File: config.mk
export PLATFORM = sky130hd
export DESIGN_NAME = radio_ctrl
export DESIGN_NICKNAME = d
export VERILOG_FILES = /design/src/logic/gain_search.v /design/src/logic/tx_shaper.v /design/src/logic/radio_ctrl.v
export VERILOG_INCLUDE_DIRS = /design/src /design/src/logic
export SDC_FILE = /design/constraint.sdc
export NUM_CORES = 1
export LEC_CHECK = 0
export BUFFER_PORTS_ARGS = -buffer_cell sky130_fd_sc_hd__buf_2
export CAP_MARGIN = 20
export CORE_ASPECT_RATIO = 0.5
export CORE_MARGIN = 2
export CORE_UTILIZATION = 45
export CTS_BUF_LIST = sky130_fd_sc_hd__clkbuf_4 sky130_fd_sc_hd__clkbuf_8 sky130_fd_sc_hd__clkbuf_16
export DETAILED_ROUTE_END_ITERATION = 16
export PLACE_DENSITY = 0.74
export SYNTH_ARGS = -nofsm -noshare
export SYNTH_HDL_FRONTEND = slang
export SYNTH_SLANG_ARGS = --single-unit
File: constraint.sdc
create_clock -name pclk -period 2.3 [get_ports pclk]
set_input_delay 0 -clock pclk [delete_from_list [all_inputs] [get_ports pclk]]
set_output_delay 0 -clock pclk [all_outputs]
set_load 0.05 [all_outputs]
File: src/logic/radio_ctrl_map.vh
// register map, field positions and constants for the radio control block
`ifndef RADIO_CTRL_MAP_VH
`define RADIO_CTRL_MAP_VH
`define IDX_OCP 8'h13
`define IDX_TUNE_A 8'h5a
`define IDX_TUNE_B 8'h5c
`define IDX_FDEV 8'h05
`define IDX_SHAPING 8'h12
`define IDX_AMP_LEVEL 8'h11
`define IDX_FRONT_END 8'h18
`define IDX_RX_CTRL 8'h3d
`define IDX_RSSI_LIMIT 8'h29
`define IDX_RSSI_VALUE 8'h24
`define IDX_MODE 8'h02
`define IDX_TX_STATUS 8'h70
`define RST_OCP 8'h1a
`define RST_TUNE_A 8'h55
`define RST_TUNE_B 8'h70
`define RST_FDEV 14'h0052
`define RST_AMP_LEVEL 8'h9f
`define RST_FRONT_END 8'h08
`define RST_RSSI_LIMIT 8'he4
`define RST_SHAPING 8'h09
`define RST_RX_CTRL 8'h02
`define RST_MODE 8'h00
`define BIT_PERIOD 16'h0010
`define HP_TUNE_A 8'h5d
`define HP_TUNE_B 8'h7c
`define BASE_SINGLE 8'hee
`define BASE_COMBINED 8'hf2
`define BASE_HIGH 8'hf5
`define OCP_BASE_MA 8'h2d
`define OCP_STEP_MA 8'h05
`define OCP_ON_BIT 4
`define LNA_ZIN_BIT 7
`define GAIN_AUTO 3'h0
`define GAIN_RESERVED 3'h7
`define GAIN_MAX 3'h1
`define GAIN_MIN 3'h6
`define REARM_BIT 2
`define AUTO_REARM_BIT 1
`define SYNTH_FRAC_BITS 19
`endif

File: src/logic/gain_search.v
// automatic front-end gain search: wait, freeze, re-arm
`timescale 1ns/10ps
`include "radio_ctrl_map.vh"
module gain_search
(
    input wire pclk,
    input wire presetn,
    input wire rx_enable,
    input wire packet_mode,
    input wire [2:0] gain_choice,
    input wire [7:0] rssi_value,
    input wire [7:0] rssi_limit,
    input wire rssi_strobe,
    input wire rearm_pulse,
    input wire auto_rearm,
    input wire fifo_empty,
    input wire packet_done,
    input wire [3:0] gap_sel,
    output reg [2:0] gain_q,
    output reg waiting_q
);
    localparam ST_IDLE = 2'd0;
    localparam ST_WAIT = 2'd1;
    localparam ST_HOLD = 2'd2;
    localparam ST_GAP = 2'd3;
    reg [1:0] state_q;
    reg hit_q;
    reg [15:0] gap_q;
    reg pending_q;
    wire [7:0] margin = rssi_limit - rssi_value;
    reg [2:0] best;
    always @*
    begin
        // rssi more negative means weaker; pick less gain for stronger signal
        if (margin >= 8'd60) best = `GAIN_MIN;
        else if (margin >= 8'd48) best = 3'h5;
        else if (margin >= 8'd36) best = 3'h4;
        else if (margin >= 8'd24) best = 3'h3;
        else if (margin >= 8'd12) best = 3'h2;
        else best = `GAIN_MAX;
    end
    always @(posedge pclk or negedge presetn)
    begin
        if (!presetn)
        begin
            state_q <= ST_IDLE;
            hit_q <= 1'b0;
            gap_q <= 16'h0000;
            pending_q <= 1'b0;
            gain_q <= `GAIN_MAX;
            waiting_q <= 1'b0;
        end
        else if (!rx_enable)
        begin
            state_q <= ST_IDLE;
            hit_q <= 1'b0;
            pending_q <= 1'b0;
            waiting_q <= 1'b0;
        end
        else if (gain_choice != `GAIN_AUTO)
        begin
            if (gain_choice != `GAIN_RESERVED)
                gain_q <= gain_choice;
            state_q <= ST_WAIT;
            waiting_q <= 1'b1;
        end
        else if (rearm_pulse)
        begin
            state_q <= ST_WAIT;
            hit_q <= 1'b0;
            pending_q <= 1'b0;
            waiting_q <= 1'b1;
        end
        else
        begin
            case (state_q)
                ST_IDLE:
                begin
                    state_q <= ST_WAIT;
                    waiting_q <= 1'b1;
                end
                ST_WAIT:
                begin
                    // rssi is -value/2; exceeding the limit means smaller code
                    if (rssi_strobe)
                    begin
                        hit_q <= rssi_value < rssi_limit;
                        if (hit_q && rssi_value < rssi_limit)
                        begin
                            gain_q <= best;
                            state_q <= ST_HOLD;
                            waiting_q <= 1'b0;
                            hit_q <= 1'b0;
                        end
                    end
                end
                ST_HOLD:
                begin
                    // gain stays frozen until a re-arm condition
                    if (pending_q && fifo_empty)
                    begin
                        pending_q <= 1'b0;
                        state_q <= ST_GAP;
                        gap_q <= 16'h0001 << gap_sel;
                    end
                    // a packet end in the same cycle wins over the clear
                    if (packet_done && packet_mode && auto_rearm)
                        pending_q <= 1'b1;
                end
                ST_GAP:
                begin
                    if (gap_q == 16'h0001)
                    begin
                        state_q <= ST_WAIT;
                        waiting_q <= 1'b1;
                    end
                    gap_q <= gap_q - 16'h0001;
                end
                default:
                    state_q <= ST_IDLE;
            endcase
        end
    end
endmodule // gain_search

File: src/logic/tx_shaper.v
// transmit keying, ook ramp and bit clock request
`timescale 1ns/10ps
`include "radio_ctrl_map.vh"
module tx_shaper #(
    parameter RAMP_W = 4
)
(
    input wire pclk,
    input wire presetn,
    input wire tx_enable,
    input wire ook_mode,
    input wire continuous,
    input wire [1:0] shaping,
    input wire [15:0] bit_period,
    input wire data_in,
    output reg bit_req_q,
    output reg tx_bit_q,
    output reg [RAMP_W-1:0] bias_q
);
    localparam [RAMP_W-1:0] BIAS_FULL = {RAMP_W{1'b1}};
    localparam [RAMP_W-1:0] BIAS_ONE = {{(RAMP_W-1){1'b0}}, 1'b1};
    reg [15:0] cnt_q;
    wire tick = (cnt_q == 16'h0000);
    wire gauss = !ook_mode && (shaping != 2'b00);
    always @(posedge pclk or negedge presetn)
    begin
        if (!presetn)
        begin
            cnt_q <= 16'h0000;
            bit_req_q <= 1'b0;
            tx_bit_q <= 1'b0;
            bias_q <= {RAMP_W{1'b0}};
        end
        else
        begin
            bit_req_q <= 1'b0;
            if (!tx_enable)
            begin
                cnt_q <= 16'h0000;
                bias_q <= {RAMP_W{1'b0}};
            end
            else
            begin
                cnt_q <= tick ? bit_period : cnt_q - 16'h0001;
                if (continuous && gauss)
                begin
                    // sample bit each period and ask the host for the next
                    if (tick)
                    begin
                        tx_bit_q <= data_in;
                        bit_req_q <= 1'b1;
                    end
                end
                else
                    tx_bit_q <= data_in;
                if (!ook_mode)
                    bias_q <= BIAS_FULL;
                else if (shaping == 2'b00)
                    bias_q <= data_in ? BIAS_FULL : {RAMP_W{1'b0}};
                else if (data_in && bias_q != BIAS_FULL)
                    bias_q <= bias_q + BIAS_ONE;
                else if (!data_in && bias_q != {RAMP_W{1'b0}})
                    bias_q <= bias_q - BIAS_ONE;
            end
        end
    end
endmodule // tx_shaper

File: src/logic/radio_ctrl.v
// apb register file, amplifier path, power and current clamp control
// Behaviour
// - deviation equals synth_step times 14-bit freq_deviation_word, via fractional divider
// - ook keys the amplifier on for one data level, off for other
// - fsk shaping selects gaussian bt 0.3, 0.5 or 1 before modulator
// - continuous gaussian mode pulses bit_clock_out per bit; host presents next bit
// - ook with shaping ramps amplifier bias smoothly on and off
// - amplifier enables 100, 010, 011 select paths; others reserved
// - power is -18, -14 or -11 dBm plus output_power_level by path
// - amplifier current clamped at 45 plus 5 times current_limit_trim mA
// - lna_impedance_sel picks 50 or 200 ohm input
// - front_gain_choice 000 auto, 001-110 fixed gains, 111 reserved
// - wait until rssi exceeds limit twice, then pick best gain
// - applied_front_gain readable and held until re-arm
// - packet mode without auto rearm keeps gain for next packet
// - auto rearm waits fifo empty, then rearm_gap, then waiting
// - writing receive_rearm restarts the gain search
// - synth_step is reference over two to the nineteenth
//
// The APB slave port is this design's own decision.
`timescale 1ns/10ps
`include "radio_ctrl_map.vh"
module radio_ctrl #(
    parameter RAMP_W = 4
)
(
    input wire pclk,
    input wire presetn,
    input wire psel,
    input wire penable,
    input wire pwrite,
    input wire [11:0] paddr,
    input wire [31:0] pwdata,
    output reg [31:0] prdata,
    output reg pready,
    output reg pslverr,
    input wire tx_enable,
    input wire rx_enable,
    input wire data_in,
    input wire [7:0] rssi_value,
    input wire rssi_strobe,
    input wire fifo_empty,
    input wire packet_done,
    output reg bit_clock_out,
    output reg tx_data_out,
    output reg [RAMP_W-1:0] pa_bias,
    output reg rf_io_pin_en,
    output reg boost_a_en,
    output reg boost_b_en,
    output reg [7:0] pout_dbm,
    output reg [7:0] current_limit_ma,
    output reg current_clamp_en,
    output reg [13:0] freq_deviation_word,
    output reg [1:0] gauss_bt_sel,
    output reg lna_impedance_sel,
    output reg [2:0] applied_front_gain,
    output reg rx_waiting
);
    reg [7:0] ocp_q;
    reg [7:0] tune_a_q;
    reg [7:0] tune_b_q;
    reg [13:0] fdev_q;
    reg [7:0] shaping_q;
    reg [7:0] amp_q;
    reg [7:0] front_q;
    reg [7:0] rxc_q;
    reg [7:0] rlim_q;
    reg [7:0] mode_q;
    reg rearm_q;
    wire [2:0] gain_w;
    wire wait_w;
    wire req_w;
    wire bit_w;
    wire [RAMP_W-1:0] bias_w;
    wire [7:0] idx = paddr[9:2];
    wire wr = psel && penable && pwrite;
    wire rd = psel && penable && !pwrite;
    // register index decode, shared by read and write paths
    function mapped;
        input [7:0] i;
        begin
            case (i)
                `IDX_OCP, `IDX_TUNE_A, `IDX_TUNE_B, `IDX_FDEV, `IDX_SHAPING,
                `IDX_AMP_LEVEL, `IDX_FRONT_END, `IDX_RX_CTRL, `IDX_RSSI_LIMIT,
                `IDX_RSSI_VALUE, `IDX_MODE, `IDX_TX_STATUS: mapped = 1'b1;
                default: mapped = 1'b0;
            endcase
        end
    endfunction
    wire bad = (paddr[1:0] != 2'b00) || (paddr[11:10] != 2'b00) || !mapped(idx);
    wire high_power = (tune_a_q == `HP_TUNE_A) && (tune_b_q == `HP_TUNE_B);
    wire [2:0] pa_sel = amp_q[7:5];
    always @(posedge pclk or negedge presetn)
    begin
        if (!presetn)
        begin
            ocp_q <= `RST_OCP;
            tune_a_q <= `RST_TUNE_A;
            tune_b_q <= `RST_TUNE_B;
            fdev_q <= `RST_FDEV;
            shaping_q <= `RST_SHAPING;
            amp_q <= `RST_AMP_LEVEL;
            front_q <= `RST_FRONT_END;
            rxc_q <= `RST_RX_CTRL;
            rlim_q <= `RST_RSSI_LIMIT;
            mode_q <= `RST_MODE;
            rearm_q <= 1'b0;
            pready <= 1'b0;
            pslverr <= 1'b0;
            prdata <= 32'h0000_0000;
        end
        else
        begin
            rearm_q <= 1'b0;
            pready <= psel && !penable;
            pslverr <= psel && !penable && bad;
            if (wr && pready && !bad)
            begin
                case (idx)
                    `IDX_OCP: ocp_q <= pwdata[7:0];
                    `IDX_TUNE_A: tune_a_q <= pwdata[7:0];
                    `IDX_TUNE_B: tune_b_q <= pwdata[7:0];
                    `IDX_FDEV: fdev_q <= pwdata[13:0];
                    `IDX_SHAPING: shaping_q <= pwdata[7:0];
                    `IDX_AMP_LEVEL: amp_q <= pwdata[7:0];
                    `IDX_FRONT_END: front_q <= {pwdata[7], pwdata[6:3], 3'h0};
                    `IDX_RX_CTRL:
                    begin
                        rxc_q <= {pwdata[7:3], 1'b0, pwdata[1:0]};
                        rearm_q <= pwdata[`REARM_BIT];
                    end
                    `IDX_RSSI_LIMIT: rlim_q <= pwdata[7:0];
                    `IDX_MODE: mode_q <= pwdata[7:0];
                    default: mode_q <= mode_q;
                endcase
            end
            if (psel && !penable)
            begin
                case (idx)
                    `IDX_OCP: prdata <= {24'h0, ocp_q};
                    `IDX_TUNE_A: prdata <= {24'h0, tune_a_q};
                    `IDX_TUNE_B: prdata <= {24'h0, tune_b_q};
                    `IDX_FDEV: prdata <= {18'h0, fdev_q};
                    `IDX_SHAPING: prdata <= {24'h0, shaping_q};
                    `IDX_AMP_LEVEL: prdata <= {24'h0, amp_q};
                    `IDX_FRONT_END: prdata <= {24'h0, front_q[7:3], gain_w};
                    `IDX_RX_CTRL: prdata <= {24'h0, rxc_q};
                    `IDX_RSSI_LIMIT: prdata <= {24'h0, rlim_q};
                    `IDX_RSSI_VALUE: prdata <= {24'h0, rssi_value};
                    `IDX_MODE: prdata <= {24'h0, mode_q};
                    `IDX_TX_STATUS: prdata <= {30'h0, wait_w, bit_w};
                    default: prdata <= 32'h0000_0000;
                endcase
            end
            else if (rd)
                prdata <= prdata;
        end
    end
    gain_search u_gain
    (
        .pclk(pclk),
        .presetn(presetn),
        .rx_enable(rx_enable),
        .packet_mode(!mode_q[0]),
        .gain_choice(front_q[5:3]),
        .rssi_value(rssi_value),
        .rssi_limit(rlim_q),
        .rssi_strobe(rssi_strobe),
        .rearm_pulse(rearm_q),
        .auto_rearm(rxc_q[`AUTO_REARM_BIT]),
        .fifo_empty(fifo_empty),
        .packet_done(packet_done),
        .gap_sel(rxc_q[7:4]),
        .gain_q(gain_w),
        .waiting_q(wait_w)
    );
    tx_shaper #(.RAMP_W(RAMP_W)) u_tx
    (
        .pclk(pclk),
        .presetn(presetn),
        .tx_enable(tx_enable),
        .ook_mode(mode_q[1]),
        .continuous(mode_q[0]),
        .shaping(shaping_q[6:5]),
        .bit_period(`BIT_PERIOD),
        .data_in(data_in),
        .bit_req_q(req_w),
        .tx_bit_q(bit_w),
        .bias_q(bias_w)
    );
    always @(posedge pclk or negedge presetn)
    begin
        if (!presetn)
        begin
            bit_clock_out <= 1'b0;
            tx_data_out <= 1'b0;
            pa_bias <= {RAMP_W{1'b0}};
            rf_io_pin_en <= 1'b0;
            boost_a_en <= 1'b0;
            boost_b_en <= 1'b0;
            pout_dbm <= 8'h00;
            current_limit_ma <= `OCP_BASE_MA;
            current_clamp_en <= 1'b0;
            freq_deviation_word <= `RST_FDEV;
            gauss_bt_sel <= 2'b00;
            lna_impedance_sel <= 1'b0;
            applied_front_gain <= `GAIN_MAX;
            rx_waiting <= 1'b0;
        end
        else
        begin
            bit_clock_out <= req_w;
            tx_data_out <= bit_w;
            pa_bias <= bias_w;
            // 100 main path, 010 booster a, 011 both boosters
            rf_io_pin_en <= tx_enable && pa_sel == 3'b100;
            boost_a_en <= tx_enable && pa_sel[2:1] == 2'b01;
            boost_b_en <= tx_enable && pa_sel == 3'b011;
            case (pa_sel)
                3'b100, 3'b010: pout_dbm <= `BASE_SINGLE + {3'h0, amp_q[4:0]};
                3'b011: pout_dbm <= (high_power ? `BASE_HIGH : `BASE_COMBINED)
                    + {3'h0, amp_q[4:0]};
                default: pout_dbm <= 8'h00;
            endcase
            current_limit_ma <= `OCP_BASE_MA + {4'h0, ocp_q[3:0]} * `OCP_STEP_MA;
            current_clamp_en <= ocp_q[`OCP_ON_BIT];
            freq_deviation_word <= fdev_q;
            gauss_bt_sel <= mode_q[1] ? 2'b00 : shaping_q[6:5];
            lna_impedance_sel <= front_q[`LNA_ZIN_BIT];
            applied_front_gain <= gain_w;
            rx_waiting <= wait_w;
        end
    end
endmodule // radio_ctrl

== After elaboration in Yosys (flattened, before gate mapping) ==
Index checks and enable logic that the tools add are counted.
Word-level totals
  output and inout bits: 81
  flip-flop bits (word level): 210
  logic and storage cells: 212
  input port bits: 63
Cells by class
  equality and inequality tests: 39
  $lt $le $gt $ge: 6
  shifts and indexed selects: 1
  multiplexer cells: 60
  bitwise operators: 2
  reductions and logical operators: 57
  multiply operators: 1
  add/sub/neg operators: 8
Operators with widths (number)
  $pmux 14 s12: 1
  $mux 16: 3
  $eq 8x7->1 const B: 5
  $mux 3: 11
  $eq 8x5->1 const B: 4
  $pmux 16 s2: 1
  $sub 16x1->16 const B: 2
  $mux 1: 26
  $eq 8x6->1 const B: 3
  $ge 8x6->1 const B: 3
  $mux 4: 6
  $reduce_and 2->1: 11
  $logic_and 1x1->1: 18
  $mux 2: 9
  $eq 16x1->1 const B: 1
  $logic_not 16->1: 1
  $pmux 8 s2: 1
  $shl 1x4->16 const A: 1
  $ne 5x3->1 const B: 3
  $reduce_bool 2->1: 7
  $reduce_or 12->1: 1
  $ne 3x1->1 const B: 3
  $add 6x7->8 const A: 1
  $eq 8x2->1 const B: 1
  35 further kinds: 51

== Logic depth before layout (Yosys ltp) ==
  depth after elaboration: 12
  depth in mapped cells: 12
  depth with buffers taken out: 12

== Cells and area by module ==
From an unflattened synthesis, not the netlist that was laid out.
Second synthesis, totals
  cell total of the unflattened synthesis: 1013
  area, all modules: 10600.2 sq um
By module, submodules not included
  radio_ctrl: sequential area each 3672.3 sq um, times used 1, area each 6735.2 sq um, cells an instance 539
  gain_search: sequential area each 601.8 sq um, times used 1, area each 2477.4 sq um, cells an instance 328
  tx_shaper: sequential area each 550.5 sq um, times used 1, area each 1387.6 sq um, cells an instance 146

== Worst setup path before layout ==
No wires, ideal clock.
  path type: register -> register
  start point: reg tune_a_q[4]
  end point: reg pout_dbm[4]
  arrival time: 2203 ps
  setup time: 127 ps
  data required time: 2173 ps
  clock period less this slack: 2330 ps
  path slack: -30 ps
  cell stages (with the launch flop): 13
  cell sequence: dfstp_2 -> nand2_1 -> nor4_1 -> nand3_1 -> inv_1 -> ha_1 -> inv_1 -> fa_1 -> nor2b_1 -> o21ai_0 -> and2_1 -> a211oi_1 -> a21oi_1
On the way
  cells in the longest elaborated chain, start to end: 5
Ends and longest elaborated chain
  start: declaration: line radio_ctrl.v:60  | reg [7:0] tune_a_q;
  start signal: assignment: line radio_ctrl.v:98  | tune_a_q <= `RST_TUNE_A;
  start signal: assignment: line radio_ctrl.v:121  | `IDX_TUNE_A: tune_a_q <= pwdata[7:0];
  $eq 8x7->1 (no line)
  $logic_and 1x1->1: line radio_ctrl.v:91  | wire high_power = (tune_a_q == `HP_TUNE_A) && (tune_b_q == `HP_TUNE_B);
  $mux 3 (no line)
  $add 5x6->7: line radio_ctrl.v:221  | 3'b011: pout_dbm <= (high_power ? `BASE_HIGH : `BASE_COMBINED)
  $pmux 8 s2: line radio_ctrl.v:219  | case (pa_sel)
  end signal: assignment: line radio_ctrl.v:220  | 3'b100, 3'b010: pout_dbm <= `BASE_SINGLE + {3'h0, amp_q[4:0]};
  end signal: assignment: line radio_ctrl.v:221
  end: declaration: line radio_ctrl.v:50  | output reg [7:0] pout_dbm,
Every way passes these cells.
A chain may end at the register's enable or synchronous reset.

== Final worst setup path ==
  start point: reg tune_b_q[5]
  end point: reg pout_dbm[4]
On the way
  cells in the longest elaborated chain, start to end: 5
Ends and longest elaborated chain
  start: declaration: line radio_ctrl.v:61  | reg [7:0] tune_b_q;
  start signal: assignment: line radio_ctrl.v:99  | tune_b_q <= `RST_TUNE_B;
  start signal: assignment: line radio_ctrl.v:122  | `IDX_TUNE_B: tune_b_q <= pwdata[7:0];
  $eq 8x7->1 (no line)
  $logic_and 1x1->1: line radio_ctrl.v:91
  $mux 3 (no line)
  $add 5x6->7: line radio_ctrl.v:221
  $pmux 8 s2: line radio_ctrl.v:219
Every way passes these cells.

==> insert_results.sql <==
INSERT INTO impl_metrics (metric_group, metric, value, unit) VALUES
('outcome', 'run_status', 'finished with violations', ''),
('outcome', 'failed_checks', 'setup timing', ''),
('timing', 'timing.final.max_slew_violations', '0', ''),
('cts', 'numCtsBuffers', '17', ''),
('synth', 'synth_top_family_by_area', 'simple AND/OR/NAND/NOR gates', ''),
('setup_path', 'startpoint', 'tune_b_q[5]', ''),
('place', 'dp_slack', '-0.210', 'ns'),
('setup_path', 'critPathBufInv', '2', ''),
('synth', 'ys_seq_area_share', '49.3', '%'),
('setup_path', 'worst_setup_path_endpoint', 'pout_dbm[4]', ''),
('drt', 'route.final.wire_length', '27500', 'um'),
('synth', 'synth.top_cell.area_share', '39.7', '%'),
('setup_path', 'worstPathCellList', 'nand4b_1 -> nor4_2 -> nand3_1 -> inv_2 -> ha_4 -> inv_2 -> fa_2 -> nor2b_1 -> o21ai_1 -> and2_4 -> a211oi_4 -> a21oi_2', ''),
('floorplanning', 'floorplan.die_area', '23000', 'um^2'),
('timing', 'tightestPinTransition', '0.646', 'ns'),
('setup_path', 'timing.critical_path.arrival', '2.69', 'ns'),
('finish', 'sequential_cell_area', '4820', 'um^2'),
('synth', 'synthesis.instances', '914', ''),
('synth', 'synth_top_cells_by_area', 'dfrtp_1 (40%), dfstp_2 (9.7%), mux2_2 (9.3%)', ''),
('cts', 'clk_transition_reported_paths', '0.08', 'ns'),
('timing', 'grt_setup_unrepaired', 'true', ''),
('synth', 'synth_xor_xnor_area_share', '2.06', '%'),
('finish', 'num-fill-cells', '1827', ''),
('global_route', 'grt_pass1_wl', '43600', 'um'),
('synth', 'synth-async-reset-ratio', '100', '%'),
('finish', 'design.final.nets', '1181', ''),
('synth', 'arithmetic_cell_share_of_the_synthesized_area_counting_full_adders_half_adders_and_majority_gates', '4.91', '%'),
('drt', 'drt_first_iter_violations', '802', ''),
('setup_path', 'critPathSlowestCell', 'dfstp_2', ''),
('power_and_ir_drop', 'power-per-cell-area', '727', 'nW/um^2'),
('power_and_ir_drop', 'ir_worst_vdd', '531', 'uV'),
('cts', 'cts-htree-levels', '4', ''),
('drt', 'wl_per_cell', '19.7', 'um'),
('floorplanning', 'die_y', '108', 'um'),
('timing', 'post-route-min-period', '2.36', 'ns'),
('run', 'drv_cap', '0', ''),
('synth', 'postSynthRegisterBits', '191', ''),
('setup_path', 'critical_setup_path_class', 'register to register', ''),
('place', 'dpl_cell_area', '11000', 'um^2'),
('global_route', 'global_route.overflow_total', '0', ''),
('synth', 'yosys-mux-area-fraction', '10.1', '%'),
('setup_path', 'r2r_end', 'pout_dbm[4]', ''),
('drt', 'first_pass_iters', '6', ''),
('floorplanning', 'design.portCount', '144', ''),
('drt', 'avgViaCountPerCell', '5.70', ''),
('setup_path', 'critical_path_cell_count', '12', ''),
('finish', 'flow.area_growth_from_synthesis', '23.0', '%'),
('global_route', 'antenna_found_initial', '1', ''),
('floorplanning', 'horizontal_die_dimension', '212', 'um'),
('cts', 'cts.sink_count', '191', ''),
('finish', 'multi_input_comb_area', '4830', 'um^2'),
('place', 'finalWeightedCongestion', '0.962', ''),
('timing', 'worst_slack', '-0.0552', 'ns'),
('finish', 'final_area', '12000', 'um^2'),
('finish', 'layout-drive-gt1-share', '34.2', '%'),
('setup_path', 'type_of_element_capturing_the_critical_path', 'register', ''),
('timing', 'hold_viol_final', '0', ''),
('synth', 'synth_top_flop_cell', 'dfrtp_1', ''),
('setup_path', 'critPathTopFamily', 'simple AND/OR/NAND/NOR gates', ''),
('timing', 'worst_max_slew_margin_expressed_relative_to_the_limit', '56.9', '%'),
('place', 'portBuffers', '107', ''),
('timing', 'layout_worst_path_cycle_share', '102', '%'),
('synth', 'synth_warnings', '0', ''),
('synth', 'post_synth_instance_area', '9780', 'um^2'),
('global_route', 'first_global_vias', '7850', ''),
('global_route', 'gr-usage-all-layers', '24.8', '%'),
('synth', 'post_synthesis_simple_gate_area_fraction', '15.3', '%'),
('timing', 'setup_viol_count_final', '3', ''),
('cts', 'max-clock-path-buffers', '2', ''),
('drt', 'drtAntennaViolNets', '0', ''),
('hold_path', 'worstHoldPathType', 'input port to register', '');
==> synth_stat cells (all sizes together) (5+ instances only) <==
cell,instances
and3,10
nor2b,13
a221oi,6
a21o,6
and2,13
dfstp,36
ha,32
mux2i,6
a21oi,36
o22ai,7
dfrtp,155
nor4,13
a32oi,6
a22o,13
inv,36
a211oi,6
xor2,6
clkbuf,25
a31oi,8
nor3,19
mux2,82
a22oi,14
or3,7
o21ai,43
nand2b,15
buf,32
xnor2,17
nand3,27
a222oi,7
o21a,5
nand2,72
nor3b,5
or2,6
nor2,66
==> worst reg2reg max path: stages, from the launching register on <==
cell      delay (ns)
dfstp_2         0.54
nand4b_1        0.12
nor4_2          0.16
nand3_1         0.17
inv_2           0.12
ha_4            0.14
inv_2           0.03
fa_2            0.32
nor2b_1         0.12
o21ai_1         0.08
and2_4          0.16
a211oi_4        0.21
a21oi_2         0.05
==> metal layers <==
layer | vias up | wire length [um] | GRT usage [%]
met5 | - | 0 | 0
li1 | 3612 | - | -
met3 | 53 | 1910 | 5.46
met4 | 0 | 687 | 8.29
met2 | 286 | 12600 | 38.2
met1 | 4011 | 12400 | 34.9
==> registers in the layout (all words and copies together), names as in the netlist, 2 cells and up <==
name and cells:
pout_dbm 7, freq_deviation_word 14, u_tx.cnt_q 16, u_gain.gap_q 16, mode_q 8, fdev_q 14, tune_b_q 8, u_gain.gain_q 3
ocp_q 8, prdata 14, shaping_q 8, rlim_q 8, tune_a_q 8, u_tx.bias_q 4, front_q 5, current_limit_ma 8
rxc_q 7, amp_q 8, gauss_bt_sel 2, pa_bias 4, applied_front_gain 3, u_gain.state_q 2
==> layout by cell type, fill, tap and decap left out, types with 5 or more instances in the layout <==
| cell | instances |
|---|---|
| dfrtp_1 | 155 |
| or3_1 | 5 |
| mux2_2 | 81 |
| a221oi_1 | 5 |
| a21oi_2 | 5 |
| a32oi_1 | 6 |
| mux2i_1 | 6 |
| inv_8 | 6 |
| nand2b_1 | 15 |
| o21a_1 | 5 |
| nor2_1 | 66 |
| nor3_1 | 16 |
| a22o_1 | 12 |
| ha_4 | 6 |
| and2_1 | 12 |
| a21o_1 | 6 |
| nor2b_1 | 12 |
| o22ai_1 | 7 |
| or2_2 | 6 |
| a31oi_1 | 7 |
| a21oi_1 | 31 |
| xor2_1 | 6 |
| nor3b_1 | 5 |
| o21ai_0 | 39 |
| inv_1 | 34 |
| nand3_1 | 26 |
| ha_1 | 24 |
| conb_1 | 18 |
| nor4_1 | 9 |
| dfstp_2 | 36 |
| buf_4 | 59 |
| clkbuf_16 | 17 |
| a22oi_1 | 14 |
| and3_1 | 10 |
| xnor2_1 | 15 |
| a222oi_1 | 7 |
| buf_2 | 106 |
| nand2_1 | 71 |
| dlygate4sd3_1 | 19 |
==> worst min-delay path by stage <==
stage,start,end,slack (ns),depth (start not counted)
after floorplan,presetn,amp_q[5],-0.30,0
after global placement,presetn,pout_dbm[6],0.08,1
after detailed placement,presetn,fdev_q[11],0.09,1
after CTS,penable,prdata[8],0.02,4
after global routing,pwdata[7],amp_q[7],0.03,2
final,penable,prdata[8],0.03,4
==> logic make-up after synthesis <==
family                   Yosys count
AO/OA/AOI/OAI                    190
XOR/XNOR                          23
adder cells (fa/ha/maj)           36
buffers and inverters             95
flip-flops                       191
multiplexers                      88
other                              1
AND/OR/NAND/NOR                  290
==> report_power, final <==
group,leakage [nW],switching (mW),internal [mW]
clock,0.290,1.47,1.55
combinational,2.89,1.13,0.787
sequential,2.48,0.226,3.57
total,5.66,2.83,5.91
==> per-stage QoR <==
step,cells,TNS [ns]
3_3_place_gp,1341,-0.108
5_1_grt,1396,-0.942
2_1_floorplan,931,-0.0215
3_5_place_dp,1341,-0.449
4_1_cts,1394,-0.123
6_report,1396,-0.0809
==> layout make-up <==
type                    instances  area share [%]
diodes                          1          0.0208
clock buffers                  17            3.54
clock inverters                15            1.38
inverters                      38            1.19
multi-input cells             645            40.2
flip-flops and latches        191            40.1
well taps                     300            3.12
repair buffers                189            10.5
==> timing repair <==
item / 4_1_cts / 5_1_grt
gates resized for setup: 18 / 31
endpoints found under the hold margin: 112 / 0
hold buffers: 19 / 0
pin swaps: 14 / 11
buffers inserted: 3 / 2
setup endpoints to repair: 9 / 29
Note: power is estimated with default switching activity, not from simulation.
